### src/esr_pkg.sv
// package: register map, field positions, reset values and timing constants
// Operation
// remote loop sends received line data to transmit outputs; framer still sees it
// local loop replaces line receive data with transmit data, through jitter path
// line all-ones bit forces unframed ones on line transmit outputs
// two five-bit monitor selects choose transmit and receive monitored channels
// host writes zero to the two unassigned bits of the line-reset register
// status and information bits latch high until read; synchronizer register excluded
// read clears a latched bit, but persistent alarms stay set while present
// mask write updates read value where mask is one, holds where zero
// host does mask write, read, then write-back of read value and mask
// synchronizer register is read-only, unlatched, real time, needs no mask write
// interrupt mask bits enable, one, or mask, zero, each status cause
// four persistent alarms interrupt on every change of state, cleared by read
// other causes interrupt when the event occurs, cleared by read
// elastic store empty and full flags set on frame repeat or delete
// jitter limit flag sets within four bits of attenuator limit
// frame resync flag sets after three consecutive bad alignment words
// signaling multiframe resync flag sets after two consecutive bad alignment words
// six-bit search counter counts 8 ms timeouts, wraps, clears on sync or disable
// synchronizer shows frame, signaling multiframe and crc multiframe search flags
// all-zeros timeslot 16 sets zeros flag; signaling change sets both flags
// receive slip flag sets on receive store repeat or delete
// carrier loss after 255 zeros, or 2048 with alternate criterion
// host toggles line reset bit 0 to 1 and waits about 40 ms
// far-end alarm sets on three ones, clears on three zeros of bit 3
// unframed-ones alarm sets under three zeros per 512 bits, clears otherwise
// carrier loss clears on at least 32 ones within 255 bits
// interrupt stays low while any unmasked cause pends
package esr_pkg;
   localparam logic [7:0] ADDR_ALARM_STATUS = 8'h06;
   localparam logic [7:0] ADDR_EVENT_STATUS = 8'h07;
   localparam logic [7:0] ADDR_RX_INFO = 8'h08;
   localparam logic [7:0] ADDR_ALARM_MASK = 8'h16;
   localparam logic [7:0] ADDR_EVENT_MASK = 8'h17;
   localparam logic [7:0] ADDR_SYNC_STATE = 8'h1E;
   localparam logic [7:0] ADDR_LOOP_CTRL = 8'hA8;
   localparam logic [7:0] ADDR_LINE_CTRL = 8'hAA;
   localparam logic [7:0] RESET_BYTE = 8'h00;
   localparam int BIT_REMOTE_LOOP = 7;
   localparam int BIT_LOCAL_LOOP = 6;
   localparam int BIT_ALL_ONES = 5;
   localparam int BIT_LINE_RESET = 7;
   // alarm status positions that persist while alarm present
   localparam logic [7:0] PERSIST_MASK = 8'hEF;
   // alarms interrupting on change of state: unframed ones, far end, carrier, sync
   localparam logic [7:0] CHANGE_MASK = 8'h0F;
   localparam int FAR_END_RUN = 3;
   localparam int FRAME_RESYNC_RUN = 3;
   localparam int SIG_RESYNC_RUN = 2;
   localparam int LOS_ZEROS = 255;
   localparam int LOS_ZEROS_ALT = 2048;
   localparam int LOS_WINDOW = 255;
   localparam int LOS_CLEAR_ONES = 32;
   localparam int UA1_WINDOW = 512;
   localparam int UA1_ZEROS = 3;
   localparam int JITTER_MARGIN = 4;
   localparam int SEARCH_TIMEOUT_MS = 8;
   localparam int CLK_MHZ = 100;
   localparam int SEARCH_CYCLES = SEARCH_TIMEOUT_MS * 1000 * CLK_MHZ;
endpackage

### src/esr_latch_reg.sv
// one latched status register with mask-write read image
`timescale 1ns/1ps
module esr_latch_reg (
   input wire logic ref_clk_i,
   input wire logic reset_i,
   input wire logic [7:0] event_i,
   input wire logic [7:0] persist_i,
   input wire logic wr_i,
   input wire logic rd_i,
   input wire logic [7:0] wdata_i,
   output logic [7:0] latched_o,
   output logic [7:0] image_o
);
   logic [7:0] latched_q;
   logic [7:0] image_q;
   logic [7:0] clr_q;
   assign latched_o = latched_q;
   assign image_o = image_q;
   // the read clears the image bits, and any write clears bits set in both it and the previous write; set still wins
   always_ff @(posedge ref_clk_i) begin
      if (reset_i) begin
         latched_q <= esr_pkg::RESET_BYTE;
      end else begin
         latched_q <= (latched_q & ~((rd_i ? image_q : 8'h00) | (wr_i ? (wdata_i & clr_q) : 8'h00)))
            | event_i | persist_i;
      end
   end
   always_ff @(posedge ref_clk_i) begin
      if (reset_i) begin
         image_q <= esr_pkg::RESET_BYTE;
         clr_q <= esr_pkg::RESET_BYTE;
      end else if (wr_i) begin
         image_q <= (wdata_i & latched_q) | (~wdata_i & image_q);
         clr_q <= wdata_i;
      end
   end
   a_set_wins: assert property (@(posedge ref_clk_i) disable iff (reset_i)
      (event_i != 8'h00) |=> ((latched_q & $past(event_i)) == $past(event_i)))
      else $error("latched event bit lost");
   a_persist_hold: assert property (@(posedge ref_clk_i) disable iff (reset_i)
      (persist_i != 8'h00) |=> ((latched_q & $past(persist_i)) == $past(persist_i)))
      else $error("persistent alarm bit dropped");
   a_mask_hold: assert property (@(posedge ref_clk_i) disable iff (reset_i)
      wr_i |=> ((image_q & ~$past(wdata_i)) == ($past(image_q) & ~$past(wdata_i))))
      else $error("masked image bit changed");
endmodule

### src/esr_alarm_det.sv
// receive line alarm detectors: carrier loss, unframed ones, far end alarm
`timescale 1ns/1ps
module esr_alarm_det (
   input wire logic ref_clk_i,
   input wire logic reset_i,
   input wire logic bit_valid_i,
   input wire logic bit_i,
   input wire logic alt_los_i,
   input wire logic nas_valid_i,
   input wire logic nas_bit3_i,
   output logic carrier_loss_o,
   output logic unframed_ones_o,
   output logic far_end_o
);
   logic [11:0] zrun_q;
   logic [7:0] win_q;
   logic [5:0] ones_q;
   logic [9:0] uwin_q;
   logic [1:0] uzero_q;
   logic [1:0] fcnt_q;
   logic los_q;
   logic ua_q;
   logic fe_q;
   assign carrier_loss_o = los_q;
   assign unframed_ones_o = ua_q;
   assign far_end_o = fe_q;
   always_ff @(posedge ref_clk_i) begin
      if (reset_i) begin
         zrun_q <= 12'h000;
         win_q <= 8'h00;
         ones_q <= 6'h00;
         los_q <= 1'b0;
      end else if (bit_valid_i) begin
         zrun_q <= bit_i ? 12'h000 : (zrun_q == 12'hFFF ? zrun_q : zrun_q + 12'h001);
         if (!los_q && !bit_i && (zrun_q + 12'h001) >= (alt_los_i ? 12'(esr_pkg::LOS_ZEROS_ALT)
               : 12'(esr_pkg::LOS_ZEROS))) begin
            los_q <= 1'b1;
            win_q <= 8'h00;
            ones_q <= 6'h00;
         end else if (los_q) begin
            if (ones_q + 6'(bit_i) >= 6'(esr_pkg::LOS_CLEAR_ONES)) begin
               los_q <= 1'b0;
            end
            if (win_q == 8'(esr_pkg::LOS_WINDOW - 1)) begin
               win_q <= 8'h00;
               ones_q <= 6'h00;
            end else begin
               win_q <= win_q + 8'h01;
               ones_q <= (ones_q == 6'h3F) ? ones_q : ones_q + 6'(bit_i);
            end
         end
      end
   end
   always_ff @(posedge ref_clk_i) begin
      if (reset_i) begin
         uwin_q <= 10'h000;
         uzero_q <= 2'h0;
         ua_q <= 1'b0;
      end else if (bit_valid_i) begin
         if (uwin_q == 10'(esr_pkg::UA1_WINDOW - 1)) begin
            ua_q <= (uzero_q + 2'(!bit_i && uzero_q != 2'h3)) < 2'(esr_pkg::UA1_ZEROS);
            uwin_q <= 10'h000;
            uzero_q <= 2'h0;
         end else begin
            uwin_q <= uwin_q + 10'h001;
            uzero_q <= (uzero_q == 2'h3) ? uzero_q : uzero_q + 2'(!bit_i);
         end
      end
   end
   // run counter toward the opposite state of the alarm
   always_ff @(posedge ref_clk_i) begin
      if (reset_i) begin
         fcnt_q <= 2'h0;
         fe_q <= 1'b0;
      end else if (nas_valid_i) begin
         if (nas_bit3_i == fe_q) begin
            fcnt_q <= 2'h0;
         end else if (fcnt_q == 2'(esr_pkg::FAR_END_RUN - 1)) begin
            fe_q <= nas_bit3_i;
            fcnt_q <= 2'h0;
         end else begin
            fcnt_q <= fcnt_q + 2'h1;
         end
      end
   end
   a_far_end_run: assert property (@(posedge ref_clk_i) disable iff (reset_i)
      $rose(fe_q) |-> $past(nas_valid_i) && $past(nas_bit3_i) && $past(fcnt_q) == 2'h2)
      else $error("far end alarm set without three ones");
   a_los_cause: assert property (@(posedge ref_clk_i) disable iff (reset_i)
      $rose(los_q) |-> $past(zrun_q) >= 12'd254)
      else $error("carrier loss set too early");
endmodule

### src/esr_regs.sv
// status, alarm, loopback and monitor registers on the parallel control port
`timescale 1ns/1ps
module esr_regs (
   input wire logic ref_clk_i,
   input wire logic reset_i,
   input wire logic [7:0] addr_i,
   input wire logic wr_i,
   input wire logic rd_i,
   input wire logic [7:0] wdata_i,
   output logic [7:0] rdata_o,
   output logic int_n_o,
   input wire logic rx_pos_in_i,
   input wire logic rx_neg_in_i,
   input wire logic line_tx_pos_in_i,
   input wire logic line_tx_neg_in_i,
   input wire logic line_rx_tip_i,
   input wire logic line_rx_ring_i,
   output logic tx_pos_out_o,
   output logic tx_neg_out_o,
   output logic line_tx_tip_o,
   output logic line_tx_ring_o,
   output logic framer_rx_pos_o,
   output logic framer_rx_neg_o,
   output logic jitter_loop_sel_o,
   output logic line_interface_reset_o,
   input wire logic [7:0] tx_channel_data_i,
   input wire logic [4:0] tx_channel_num_i,
   input wire logic [7:0] rx_channel_data_i,
   input wire logic [4:0] rx_channel_num_i,
   output logic [7:0] tx_monitor_data_reg_o,
   output logic [7:0] rx_monitor_data_reg_o,
   input wire logic line_bit_valid_i,
   input wire logic alt_carrier_i,
   input wire logic nas_valid_i,
   input wire logic nas_bit3_i,
   input wire logic sig_ones_i,
   input wire logic sig_zero_mf_i,
   input wire logic sig_change_i,
   input wire logic distant_mf_i,
   input wire logic sync_lost_i,
   input wire logic rx_slip_i,
   input wire logic [7:0] event_i,
   input wire logic tx_store_full_i,
   input wire logic tx_store_empty_i,
   input wire logic jitter_depth_near_i,
   input wire logic rx_store_full_i,
   input wire logic rx_store_empty_i,
   input wire logic crc_resync_i,
   input wire logic fas_word_valid_i,
   input wire logic fas_word_err_i,
   input wire logic cas_word_valid_i,
   input wire logic cas_word_err_i,
   input wire logic crc_rx_enable_i,
   input wire logic crc_sync_i,
   input wire logic frame_search_active_i,
   input wire logic sig_multiframe_search_active_i,
   input wire logic crc_multiframe_search_active_i
);
   logic [7:0] loop_ctrl_q;
   logic [7:0] line_ctrl_q;
   logic [7:0] alarm_mask_q;
   logic [7:0] event_mask_q;
   logic [7:0] rdata_q;
   logic int_n_q;
   logic tx_pos_q, tx_neg_q, tip_q, ring_q, fr_pos_q, fr_neg_q;
   logic [7:0] tx_mon_q, rx_mon_q;
   logic [1:0] fas_run_q;
   logic cas_run_q;
   logic [5:0] search_cnt_q;
   logic [26:0] search_tmr_q;
   logic [2:0] sync_q;
   logic [3:0] chg_prev_q;
   logic [7:0] pend_alarm_q, pend_event_q;
   logic los_w, ua_w, fe_w;
   logic fas_trip, cas_trip, search_to;
   logic [7:0] alarm_ev, alarm_persist, info_ev;
   logic [7:0] alarm_lat, alarm_img, event_lat, event_img, info_lat, info_img;
   logic wr_alarm, wr_event, wr_info, rd_alarm, rd_event, rd_info;
   assign wr_alarm = wr_i && addr_i == esr_pkg::ADDR_ALARM_STATUS;
   assign wr_event = wr_i && addr_i == esr_pkg::ADDR_EVENT_STATUS;
   assign wr_info = wr_i && addr_i == esr_pkg::ADDR_RX_INFO;
   assign rd_alarm = rd_i && addr_i == esr_pkg::ADDR_ALARM_STATUS;
   assign rd_event = rd_i && addr_i == esr_pkg::ADDR_EVENT_STATUS;
   assign rd_info = rd_i && addr_i == esr_pkg::ADDR_RX_INFO;
   esr_alarm_det u_det (
      .ref_clk_i(ref_clk_i),
      .reset_i(reset_i),
      .bit_valid_i(line_bit_valid_i),
      .bit_i(line_rx_tip_i | line_rx_ring_i),
      .alt_los_i(alt_carrier_i),
      .nas_valid_i(nas_valid_i),
      .nas_bit3_i(nas_bit3_i),
      .carrier_loss_o(los_w),
      .unframed_ones_o(ua_w),
      .far_end_o(fe_w)
   );
   // signaling change sets both ones and zeros flags
   assign alarm_persist = {sig_ones_i, distant_mf_i, sig_zero_mf_i, 1'b0, ua_w, fe_w, los_w, sync_lost_i}
      & esr_pkg::PERSIST_MASK;
   assign alarm_ev = {sig_change_i, 2'b00, 1'b0, 4'h0} | {2'b00, sig_change_i, rx_slip_i, 4'h0};
   assign fas_trip = fas_word_valid_i && fas_word_err_i && fas_run_q == 2'(esr_pkg::FRAME_RESYNC_RUN - 1);
   assign cas_trip = cas_word_valid_i && cas_word_err_i && cas_run_q;
   assign info_ev = {tx_store_full_i, tx_store_empty_i, jitter_depth_near_i, rx_store_full_i,
      rx_store_empty_i, crc_resync_i, fas_trip, cas_trip};
   esr_latch_reg u_alarm (
      .ref_clk_i(ref_clk_i), .reset_i(reset_i), .event_i(alarm_ev), .persist_i(alarm_persist),
      .wr_i(wr_alarm), .rd_i(rd_alarm), .wdata_i(wdata_i), .latched_o(alarm_lat), .image_o(alarm_img)
   );
   esr_latch_reg u_event (
      .ref_clk_i(ref_clk_i), .reset_i(reset_i), .event_i(event_i), .persist_i(8'h00),
      .wr_i(wr_event), .rd_i(rd_event), .wdata_i(wdata_i), .latched_o(event_lat), .image_o(event_img)
   );
   esr_latch_reg u_info (
      .ref_clk_i(ref_clk_i), .reset_i(reset_i), .event_i(info_ev), .persist_i(8'h00),
      .wr_i(wr_info), .rd_i(rd_info), .wdata_i(wdata_i), .latched_o(info_lat), .image_o(info_img)
   );
   // consecutive alignment word error runs
   always_ff @(posedge ref_clk_i) begin
      if (reset_i) begin
         fas_run_q <= 2'h0;
         cas_run_q <= 1'b0;
      end else begin
         if (fas_word_valid_i) begin
            fas_run_q <= (fas_word_err_i && !fas_trip) ? fas_run_q + 2'h1 : 2'h0;
         end
         if (cas_word_valid_i) begin
            cas_run_q <= cas_word_err_i && !cas_run_q;
         end
      end
   end
   assign search_to = crc_multiframe_search_active_i && search_tmr_q == 27'(esr_pkg::SEARCH_CYCLES - 1);
   always_ff @(posedge ref_clk_i) begin
      if (reset_i) begin
         search_tmr_q <= 27'h0;
         search_cnt_q <= 6'h00;
      end else begin
         search_tmr_q <= (!crc_multiframe_search_active_i || search_to) ? 27'h0 : search_tmr_q + 27'h1;
         if (!crc_rx_enable_i || crc_sync_i) begin
            search_cnt_q <= 6'h00;
         end else if (search_to) begin
            search_cnt_q <= search_cnt_q + 6'h01;
         end
      end
   end
   always_ff @(posedge ref_clk_i) begin
      if (reset_i) begin
         sync_q <= 3'h0;
      end else begin
         sync_q <= {frame_search_active_i, sig_multiframe_search_active_i,
            crc_multiframe_search_active_i};
      end
   end
   always_ff @(posedge ref_clk_i) begin
      if (reset_i) begin
         loop_ctrl_q <= esr_pkg::RESET_BYTE;
         line_ctrl_q <= esr_pkg::RESET_BYTE;
         alarm_mask_q <= esr_pkg::RESET_BYTE;
         event_mask_q <= esr_pkg::RESET_BYTE;
      end else if (wr_i) begin
         case (addr_i)
            esr_pkg::ADDR_LOOP_CTRL: loop_ctrl_q <= wdata_i;
            esr_pkg::ADDR_LINE_CTRL: line_ctrl_q <= wdata_i; // host keeps bits 6:5 zero
            esr_pkg::ADDR_ALARM_MASK: alarm_mask_q <= wdata_i;
            esr_pkg::ADDR_EVENT_MASK: event_mask_q <= wdata_i;
            default: ;
         endcase
      end
   end
   always_ff @(posedge ref_clk_i) begin
      if (reset_i) begin
         rdata_q <= esr_pkg::RESET_BYTE;
      end else if (rd_i) begin
         case (addr_i)
            esr_pkg::ADDR_ALARM_STATUS: rdata_q <= alarm_img;
            esr_pkg::ADDR_EVENT_STATUS: rdata_q <= event_img;
            esr_pkg::ADDR_RX_INFO: rdata_q <= info_img;
            esr_pkg::ADDR_SYNC_STATE: rdata_q <= {search_cnt_q[5:2], search_cnt_q[0], sync_q};
            esr_pkg::ADDR_ALARM_MASK: rdata_q <= alarm_mask_q;
            esr_pkg::ADDR_EVENT_MASK: rdata_q <= event_mask_q;
            esr_pkg::ADDR_LOOP_CTRL: rdata_q <= loop_ctrl_q;
            esr_pkg::ADDR_LINE_CTRL: rdata_q <= line_ctrl_q;
            default: rdata_q <= 8'h00;
         endcase
      end
   end
   assign rdata_o = rdata_q;
   // interrupt pending: change-of-state for four alarms, event or present alarm input for the rest
   always_ff @(posedge ref_clk_i) begin
      if (reset_i) begin
         chg_prev_q <= 4'h0;
         pend_alarm_q <= 8'h00;
         pend_event_q <= 8'h00;
         int_n_q <= 1'b1;
      end else begin
         chg_prev_q <= alarm_persist[3:0];
         pend_alarm_q <= (pend_alarm_q & ~(rd_alarm ? alarm_img : 8'h00))
            | ({4'h0, alarm_persist[3:0] ^ chg_prev_q} & esr_pkg::CHANGE_MASK)
            | (alarm_ev | (alarm_persist & ~esr_pkg::CHANGE_MASK));
         pend_event_q <= (pend_event_q & ~(rd_event ? event_img : 8'h00)) | event_i;
         int_n_q <= ~(|(pend_alarm_q & alarm_mask_q) | |(pend_event_q & event_mask_q));
      end
   end
   assign int_n_o = int_n_q;
   // line paths, registered to keep outputs on flip-flops
   always_ff @(posedge ref_clk_i) begin
      if (reset_i) begin
         tx_pos_q <= 1'b0;
         tx_neg_q <= 1'b0;
         tip_q <= 1'b0;
         ring_q <= 1'b0;
         fr_pos_q <= 1'b0;
         fr_neg_q <= 1'b0;
      end else begin
         tx_pos_q <= loop_ctrl_q[esr_pkg::BIT_REMOTE_LOOP] ? rx_pos_in_i : line_tx_pos_in_i;
         tx_neg_q <= loop_ctrl_q[esr_pkg::BIT_REMOTE_LOOP] ? rx_neg_in_i : line_tx_neg_in_i;
         // all ones: tip and ring both forced high in the same cycle, no alternation
         tip_q <= loop_ctrl_q[esr_pkg::BIT_ALL_ONES] ? 1'b1 : tx_pos_q;
         ring_q <= loop_ctrl_q[esr_pkg::BIT_ALL_ONES] ? 1'b1 : tx_neg_q;
         fr_pos_q <= loop_ctrl_q[esr_pkg::BIT_LOCAL_LOOP] ? tx_pos_q : rx_pos_in_i;
         fr_neg_q <= loop_ctrl_q[esr_pkg::BIT_LOCAL_LOOP] ? tx_neg_q : rx_neg_in_i;
      end
   end
   assign tx_pos_out_o = tx_pos_q;
   assign tx_neg_out_o = tx_neg_q;
   assign line_tx_tip_o = tip_q;
   assign line_tx_ring_o = ring_q;
   assign framer_rx_pos_o = fr_pos_q;
   assign framer_rx_neg_o = fr_neg_q;
   assign jitter_loop_sel_o = loop_ctrl_q[esr_pkg::BIT_LOCAL_LOOP];
   assign line_interface_reset_o = line_ctrl_q[esr_pkg::BIT_LINE_RESET];
   // channel monitors capture selected channel byte
   always_ff @(posedge ref_clk_i) begin
      if (reset_i) begin
         tx_mon_q <= 8'h00;
         rx_mon_q <= 8'h00;
      end else begin
         if (tx_channel_num_i == loop_ctrl_q[4:0]) begin
            tx_mon_q <= tx_channel_data_i;
         end
         if (rx_channel_num_i == line_ctrl_q[4:0]) begin
            rx_mon_q <= rx_channel_data_i;
         end
      end
   end
   assign tx_monitor_data_reg_o = tx_mon_q;
   assign rx_monitor_data_reg_o = rx_mon_q;
   a_int_release: assert property (@(posedge ref_clk_i) disable iff (reset_i)
      ((pend_alarm_q & alarm_mask_q) == 8'h00 && (pend_event_q & event_mask_q) == 8'h00) |=> int_n_q)
      else $error("interrupt held with nothing pending");
   a_int_assert: assert property (@(posedge ref_clk_i) disable iff (reset_i)
      (|(pend_event_q & event_mask_q)) |=> !int_n_q)
      else $error("unmasked event did not interrupt");
   a_remote_loop: assert property (@(posedge ref_clk_i) disable iff (reset_i)
      loop_ctrl_q[esr_pkg::BIT_REMOTE_LOOP] |=> tx_pos_q == $past(rx_pos_in_i))
      else $error("remote loop data mismatch");
   a_local_loop: assert property (@(posedge ref_clk_i) disable iff (reset_i)
      loop_ctrl_q[esr_pkg::BIT_LOCAL_LOOP] |=> fr_pos_q == $past(tx_pos_q))
      else $error("local loop data mismatch");
   a_all_ones: assert property (@(posedge ref_clk_i) disable iff (reset_i)
      loop_ctrl_q[esr_pkg::BIT_ALL_ONES] |=> tip_q && ring_q)
      else $error("all ones not forced");
   a_crc_clear: assert property (@(posedge ref_clk_i) disable iff (reset_i)
      !crc_rx_enable_i |=> search_cnt_q == 6'h00)
      else $error("search counter not cleared");
   a_change_int: assert property (@(posedge ref_clk_i) disable iff (reset_i)
      (alarm_persist[3:0] != chg_prev_q) |=> ((pend_alarm_q[3:0] & $past(alarm_persist[3:0] ^ chg_prev_q))
      == $past(alarm_persist[3:0] ^ chg_prev_q)))
      else $error("alarm change not pending");
endmodule

### config.mk
export PLATFORM = sky130hd
export DESIGN_NAME = esr_regs
export DESIGN_NICKNAME = d
export VERILOG_FILES = /design/src/esr_pkg.sv /design/src/esr_latch_reg.sv /design/src/esr_alarm_det.sv /design/src/esr_regs.sv
export SDC_FILE = /design/constraint.sdc
export NUM_CORES = 1
export LEC_CHECK = 0
export BUFFER_PORTS_ARGS = -buffer_cell sky130_fd_sc_hd__buf_2
export CAP_MARGIN = 15
export CELL_PAD_IN_SITES_DETAIL_PLACEMENT = 0
export CELL_PAD_IN_SITES_GLOBAL_PLACEMENT = 1
export CORE_MARGIN = 2
export CORE_UTILIZATION = 49
export CTS_BUF_LIST = sky130_fd_sc_hd__clkbuf_4 sky130_fd_sc_hd__clkbuf_8
export DETAILED_ROUTE_END_ITERATION = 10
export GPL_ROUTABILITY_DRIVEN = 0
export HOLD_SLACK_MARGIN = 0.1
export PLACE_DENSITY = 0.87
export SYNTH_ARGS = -nofsm -noshare
export SYNTH_HDL_FRONTEND = slang
export SYNTH_SLANG_ARGS = --single-unit
### constraint.sdc
create_clock -name ref_clk_i -period 8.7 [get_ports ref_clk_i]
set_clock_uncertainty 0.05 [all_clocks]
set_input_delay 0.87 -clock ref_clk_i [delete_from_list [all_inputs] [get_ports ref_clk_i]]
set_output_delay 0.87 -clock ref_clk_i [all_outputs]
set_load 0.01 [all_outputs]
; ---- After elaboration in Yosys (flattened, before gate mapping)
; Cells that the tools add are included.
[word_totals]
ff_bits = 237
input_bits = 85
out_inout_bits = 33
[op_classes]
n_eq_ne = 23
n_bitwise = 42
reduce_logical = 39
add_sub_neg = 10
mux = 32
n_lt_le_gt_ge = 3
[ops]
columns = operator, count
row1 = $and A8 B8 Y8, 16
row2 = $or A8 B8 Y8, 13
row3 = $mux W8, 9
row4 = $pmux W8 S8, 1
row5 = $not A8 Y8, 6
row6 = $mux W12, 3
row7 = $add A27 B1 Y27 const B, 1
row8 = $eq A27 B20 Y1 const B, 1
row9 = $eq A8 B5 Y1 const B, 3
row10 = $eq A8 B8 Y1 const B, 3
row11 = $mux W6, 4
row12 = $eq A8 B3 Y1 const B, 2
row13 = $logic_and A1 B1 Y1, 16
row14 = $reduce_and A2 Y1, 8
row15 = $reduce_or A8 Y1, 2
row16 = $add A12 B1 Y12 const B, 1
row17 = $eq A12 B12 Y1 const B, 1
row18 = $ge A12 B12 Y1, 1
row19 = $add A10 B1 Y10 const B, 1
row20 = $eq A10 B9 Y1 const B, 1
row21 = $eq A5 B5 Y1, 2
row22 = $mux W10, 1
row23 = $mux W2, 5
row24 = $mux W1, 9
row25 = other kinds (24), 39

; ---- Longest topological paths before layout
[depth]
depth_word = 8
mapped_depth = 12
ltp_nobuf = 11

; ---- Modules after synthesis
; Synthesis repeated with hierarchy kept, for this count alone.
[unflattened]
hier_cells = 1262
area_unflattened_um2 = 11387.2
[modules_own_cells]
columns = mod, cells_per_inst, area_per_inst_um2, instances
row1 = esr_regs, 629, 5590.4, 1
row2 = esr_latch_reg, 110, 1089.8, 3
row3 = esr_alarm_det, 303, 2527.4, 1

; ---- Least setup slack after synthesis
; Ideal clock, no wire load.
[synth_timing]
path_kind = register to register
start = register u_det.zrun_q[0]
end = register u_det.ones_q[0]
required_ns = 8.534
slack_ns = 5.601
arrival_ns = 2.933
setup_time_ns = 0.116
path_buffers = 0
stages_incl_launch_ff = 12
path_cell_list = dfxtp_1 -> ha_1 -> nand3_2 -> nor2_1 -> xor2_1 -> ha_1 -> a21o_1 -> a211oi_1 -> o311ai_0 -> o311ai_4 -> nand2_4 -> a41o_1
[synth_via]
elab_chain_cells = 5
[synth_rtl]
columns = item, line_no
row1 = start: declaration, esr_alarm_det.sv:15  ; logic [11:0] zrun_q;
row2 = start signal: assignment, esr_alarm_det.sv:34  ; zrun_q <= bit_i ? 12'h000 : (zrun_q == 12'hFFF ? zrun_q : zrun_q + 12'h001);
row3 = $add A12 B1 Y12 (*), esr_alarm_det.sv:35  ; if (!los_q && !bit_i && (zrun_q + 12'h001) >= (alt_los_i ? 12'(esr_pkg::LOS_ZEROS_ALT)
row4 = $ge A12 B12 Y1 (*), esr_alarm_det.sv:35
row5 = $logic_and A1 B1 Y1 (*), esr_alarm_det.sv:35
row6 = $ne A3 B1 Y1 (no line) or $reduce_bool A2 Y1 (tied branches), --
row7 = $reduce_and A3 Y1 (no line), --
row8 = end signal: assignment, esr_alarm_det.sv:49  ; ones_q <= (ones_q == 6'h3F) ? ones_q : ones_q + 6'(bit_i);
row9 = end: declaration, esr_alarm_det.sv:17  ; logic [5:0] ones_q;
; Every way passes the cells marked *; elsewhere a longest branch is shown, timed or not.
; A chain may end at the register's enable or synchronous reset.

; ---- Final worst setup path
[layout_timing]
start = register u_det.zrun_q[0]
end = register u_det.ones_q[1]
; The elaborated chain is that of the path after synthesis.

==> impl_metrics.prom <==
# TYPE chip_impl_metric gauge
chip_impl_metric{name="power.internal",unit="mW"} 1.69
chip_impl_metric{name="clock-sinks",unit=""} 237
chip_impl_metric{name="numPlacedInstances",unit=""} 1554
chip_impl_metric{name="cts_buffer_depth",unit=""} 3
chip_impl_metric{name="post_cts_buffers",unit=""} 0
chip_impl_metric{name="totalNegativeSetupSlack",unit="ns"} 0
chip_impl_info{name="cp_cell_sequence",value="ha_1, nand3_2, nor2_1, xor2_1, ha_1, a21o_1, a211oi_1, o311ai_0, o311ai_4, nand2_4, a41o_1"} 1
chip_impl_metric{name="clock_latency",unit="ns"} 0.56
chip_impl_metric{name="dr_total_vias",unit=""} 8893
chip_impl_info{name="rsz0062_at_grt",value="false"} 1
chip_impl_info{name="worst_setup_path_start_kind",value="register"} 1
chip_impl_metric{name="die_h",unit="um"} 150
chip_impl_metric{name="detail-route-antenna-nets",unit=""} 0
chip_impl_metric{name="num_rows",unit=""} 53
chip_impl_metric{name="cts_inserted_buffers",unit=""} 40
chip_impl_metric{name="postSynthRegisterBits",unit=""} 237
chip_impl_metric{name="ff2ff_path_depth",unit=""} 11
chip_impl_metric{name="detailedPlace.worstSlack",unit="ns"} 5.16
chip_impl_metric{name="final-instance-count-excl-fill",unit=""} 1621
chip_impl_metric{name="yosysTopAreaCellShare",unit="%"} 45.6
chip_impl_metric{name="filler_cell_count",unit=""} 2007
chip_impl_metric{name="post_synthesis_net_count",unit=""} 1314
chip_impl_metric{name="grt_antenna_before_repair",unit=""} 0
chip_impl_metric{name="synth_seq_area_share",unit="%"} 45.6
chip_impl_info{name="crit_top_cell",value="sky130_fd_sc_hd__ha_1"} 1
chip_impl_info{name="critical_path_class",value="reg2reg"} 1
chip_impl_metric{name="global_route.overflow_total",unit=""} 0
chip_impl_metric{name="ys_async_sr_fraction",unit="%"} 0
chip_impl_metric{name="first_global_vias",unit=""} 8273
chip_impl_info{name="worst_r2r_startpoint",value="u_det.zrun_q[0]"} 1
chip_impl_metric{name="setup_viol",unit=""} 0
chip_impl_info{name="timing.critical_path.to_type",value="register"} 1
chip_impl_metric{name="power_per_cell_area",unit="nW/um^2"} 186
chip_impl_metric{name="power.sequential.fraction",unit="%"} 50.5
chip_impl_metric{name="cp_data_arrival_time",unit="ns"} 3.93
chip_impl_info{name="outcome",value="completed"} 1
chip_impl_info{name="post-synth-top-area-cell",value="sky130_fd_sc_hd__dfxtp_1"} 1
chip_impl_metric{name="comb_power_share",unit="%"} 5.4
chip_impl_metric{name="average_vias_per_placed_instance",unit=""} 5.49
chip_impl_info{name="tritoncts",value="yes"} 1
chip_impl_metric{name="period_share",unit="%"} 40.8
chip_impl_metric{name="port_buffers",unit=""} 117
chip_impl_metric{name="yosys_warnings",unit=""} 0
chip_impl_info{name="final_common_cell",value="sky130_fd_sc_hd__dfxtp_1"} 1
chip_impl_metric{name="synth_cell_types",unit=""} 75
chip_impl_metric{name="start_util",unit="%"} 49.7
chip_impl_metric{name="final_layout_size_suffix_gt1_share",unit="%"} 16.2
chip_impl_metric{name="n_antenna_cell",unit=""} 0
chip_impl_metric{name="holdBufCountCts",unit=""} 0
chip_impl_metric{name="layout.area.seq",unit="sq um"} 4740
chip_impl_metric{name="critical_path.max_fanout",unit=""} 10
chip_impl_metric{name="timing_worst_slew_pin_value",unit="ns"} 1.15
chip_impl_metric{name="maxCapViolations",unit=""} 0
chip_impl_metric{name="timing_hold_violations_final",unit=""} 0
chip_impl_metric{name="pin_count",unit=""} 118
chip_impl_metric{name="synth_edf_count",unit=""} 0
chip_impl_metric{name="detail_route.wl_per_cell",unit="um"} 15.9
chip_impl_metric{name="cp_max_stage_delay",unit="ns"} 0.61
chip_impl_metric{name="fin_area",unit="sq um"} 11900
chip_impl_info{name="hold_start",value="u_alarm.clr_q[6]"} 1
chip_impl_metric{name="design.core.area",unit="sq um"} 21000
chip_impl_metric{name="multi_input_comb_area",unit="sq um"} 5360
chip_impl_metric{name="drt_iter0_markers",unit=""} 565
chip_impl_metric{name="grt_pass1_wl",unit="um"} 41500
chip_impl_metric{name="clkTransAtPathRegs",unit="ns"} 0.06
chip_impl_info{name="synthFlopType",value="sky130_fd_sc_hd__dfxtp_1"} 1
chip_impl_metric{name="route.detailed.drc",unit=""} 0
chip_impl_metric{name="postLayoutSetupSlackWorst",unit="ns"} 5.15
chip_impl_metric{name="total_switching_power",unit="uW"} 532
chip_impl_metric{name="switching_share",unit="%"} 23.9
chip_impl_metric{name="mappedNetlistArea",unit="sq um"} 10400
chip_impl_metric{name="postSynthCellCount",unit=""} 1209
chip_impl_metric{name="hold_depth",unit=""} 2
chip_impl_info{name="synthTopCellsByArea",value="sky130_fd_sc_hd__dfxtp_1 46%, sky130_fd_sc_hd__mux2i_1 7.4%, sky130_fd_sc_hd__nor2_1 6.7%, sky130_fd_sc_hd__nand2_1 6.0%, sky130_fd_sc_hd__a21oi_1 4.3%"} 1
chip_impl_metric{name="cts.repair.resized",unit=""} 0
chip_impl_metric{name="worst_ir_drop_vdd",unit="mV"} 0.110
chip_impl_info{name="worst_path_max_delay_cell",value="sky130_fd_sc_hd__o311ai_4"} 1
chip_impl_metric{name="share_of_power_burned_in_the_clock_network",unit="%"} 44.1
chip_impl_info{name="class_of_the_tightest_hold_or_removal_check",value="reg2reg"} 1
chip_impl_info{name="worst_r2r_endpoint",value="u_det.ones_q[1]"} 1
chip_impl_info{name="worst_hold_path.endpoint",value="u_alarm.clr_q[6]"} 1
chip_impl_metric{name="timing.slew.headroom",unit="%"} 23.3
chip_impl_metric{name="fp.dieArea",unit="sq um"} 22400
chip_impl_info{name="clock_tree.root_cell",value="sky130_fd_sc_hd__clkbuf_8"} 1
chip_impl_metric{name="max_clock_freq",unit="GHz"} 0.281
chip_impl_metric{name="max_h_tree_level",unit=""} 2
chip_impl_metric{name="final_period_minus_worst_setup_slack",unit="ns"} 3.55
chip_impl_info{name="mostFrequentLayoutCells",value="237 x sky130_fd_sc_hd__dfxtp_1, 187 x sky130_fd_sc_hd__nor2_1, 166 x sky130_fd_sc_hd__nand2_1"} 1
chip_impl_metric{name="static-leakage-power",unit="nW"} 4.90
chip_impl_metric{name="timing.final.max_slew_violations",unit=""} 0
chip_impl_metric{name="detailed_routing_iteration_count_for_the_pre_antenna_repair_pass",unit=""} 5
chip_impl_metric{name="dp_hpwl",unit="um"} 17500
chip_impl_metric{name="finalNetCount",unit=""} 1426
chip_impl_metric{name="avgSynthCellArea",unit="sq um"} 8.61
chip_impl_metric{name="drt-total-wl",unit="um"} 25800
chip_impl_metric{name="grt_start_max_net_pins",unit=""} 111
chip_impl_metric{name="critPathRequiredTime",unit="ns"} 9.08
chip_impl_metric{name="dpl_cell_area",unit="sq um"} 11100
chip_impl_metric{name="grtUsageTotal",unit="%"} 22.8
chip_impl_metric{name="worst-r2r-setup-slack",unit="ns"} 5.15
chip_impl_metric{name="die_w",unit="um"} 150
chip_impl_metric{name="power",unit="mW"} 2.22
chip_impl_metric{name="area_growth_syn_to_layout",unit="%"} 14.5
-- layout make-up --
type | count | share of cell area (%)
clock buffer | 58 | 6.12
clock inverter | 9 | 0.472
inverter | 15 | 0.472
multi-input combinational | 904 | 44.9
sequential | 237 | 39.8
tap | 275 | 2.88
timing repair buffer | 123 | 5.34
-- critical path: cells and delay by family (launching register included) --
family / cells / cell delay [ns]
flops: 1 / 0.44
fa+ha+maj: 2 / 0.55
xor+xnor: 1 / 0.17
compound gates: 5 / 1.63
simple gates: 3 / 0.60
-- metal layers --
layer / track usage, % / vias up / share of wire (%)
met5: 0 / - / 0
met4: 7.69 / 0 / 2.2
met3: 3.35 / 43 / 4.9
met2: 38.2 / 235 / 48
met1: 30.2 / 4140 / 45
li1: - / 4475 / -
-- per-stage QoR --
stage	hold WS [ns]	utilization, %
after floorplan	0.387	-
after global placement	0.393	53.2
after detailed placement	0.397	53.2
after CTS	0.404	56.9
after global routing	0.422	56.9
final	0.405	56.9
-- cells in the mapped netlist (all sizes together), types with 3 or more instances --
master  instances
nor4            8
nand2b          3
nand3          88
nor3b           4
nor2b           7
nand4b          3
a41oi           3
buf            14
nand3b          6
a222oi          4
a22o            3
xnor2          17
o311ai          5
ha             20
a22oi           5
and4            4
a311oi          7
or3             8
xor2           42
a221oi          4
a31oi          22
inv            14
o21ai          28
or2             3
and3           12
nor2          187
a211oi          8
and2            4
dfxtp         237
a21oi          89
nand2         168
nand4          20
nor3           18
clkbuf         39
mux2i          77
-- kinds of logic (layout without fill, tap and decap cells) --
family                     count (synthesis)  in the layout  synth area share [%]
AOI/OAI and AO/OA                        197            197                  12.3
buffers and inverters                     68            205                  2.98
xor gates and xnor gates                  59             59                  4.96
muxes                                     79             79                  7.62
DFF                                      237            237                  45.6
and+or+nand+nor                          549            549                  24.2
adders and majority gates                 20             20                  2.40
-- power groups by stage --
stage                     logic [mW]  registers (mW)  clock network, mW
final                          0.120            1.12              0.980
after global routing           0.134            1.13               1.05
after CTS                      0.121            1.12               1.01
after detailed placement       0.120            1.15                  0
after global placement         0.118            1.15                  0
after floorplan               0.0716            1.14                  0
-- worst max path at each step --
stage	startpoint	to	slack (ns)	depth (start not counted)
floorplan	u_det.zrun_q[0]	u_det.ones_q[0]	5.60	11
global placement	u_det.zrun_q[0]	u_det.ones_q[1]	5.26	11
detailed placement	u_det.zrun_q[0]	u_det.ones_q[1]	5.16	11
CTS	u_det.zrun_q[0]	u_det.ones_q[1]	5.14	11
global route	u_det.zrun_q[0]	u_det.ones_q[1]	4.84	11
finish	u_det.zrun_q[0]	u_det.ones_q[1]	5.15	11
Note: power is estimated with default switching activity, not from simulation.
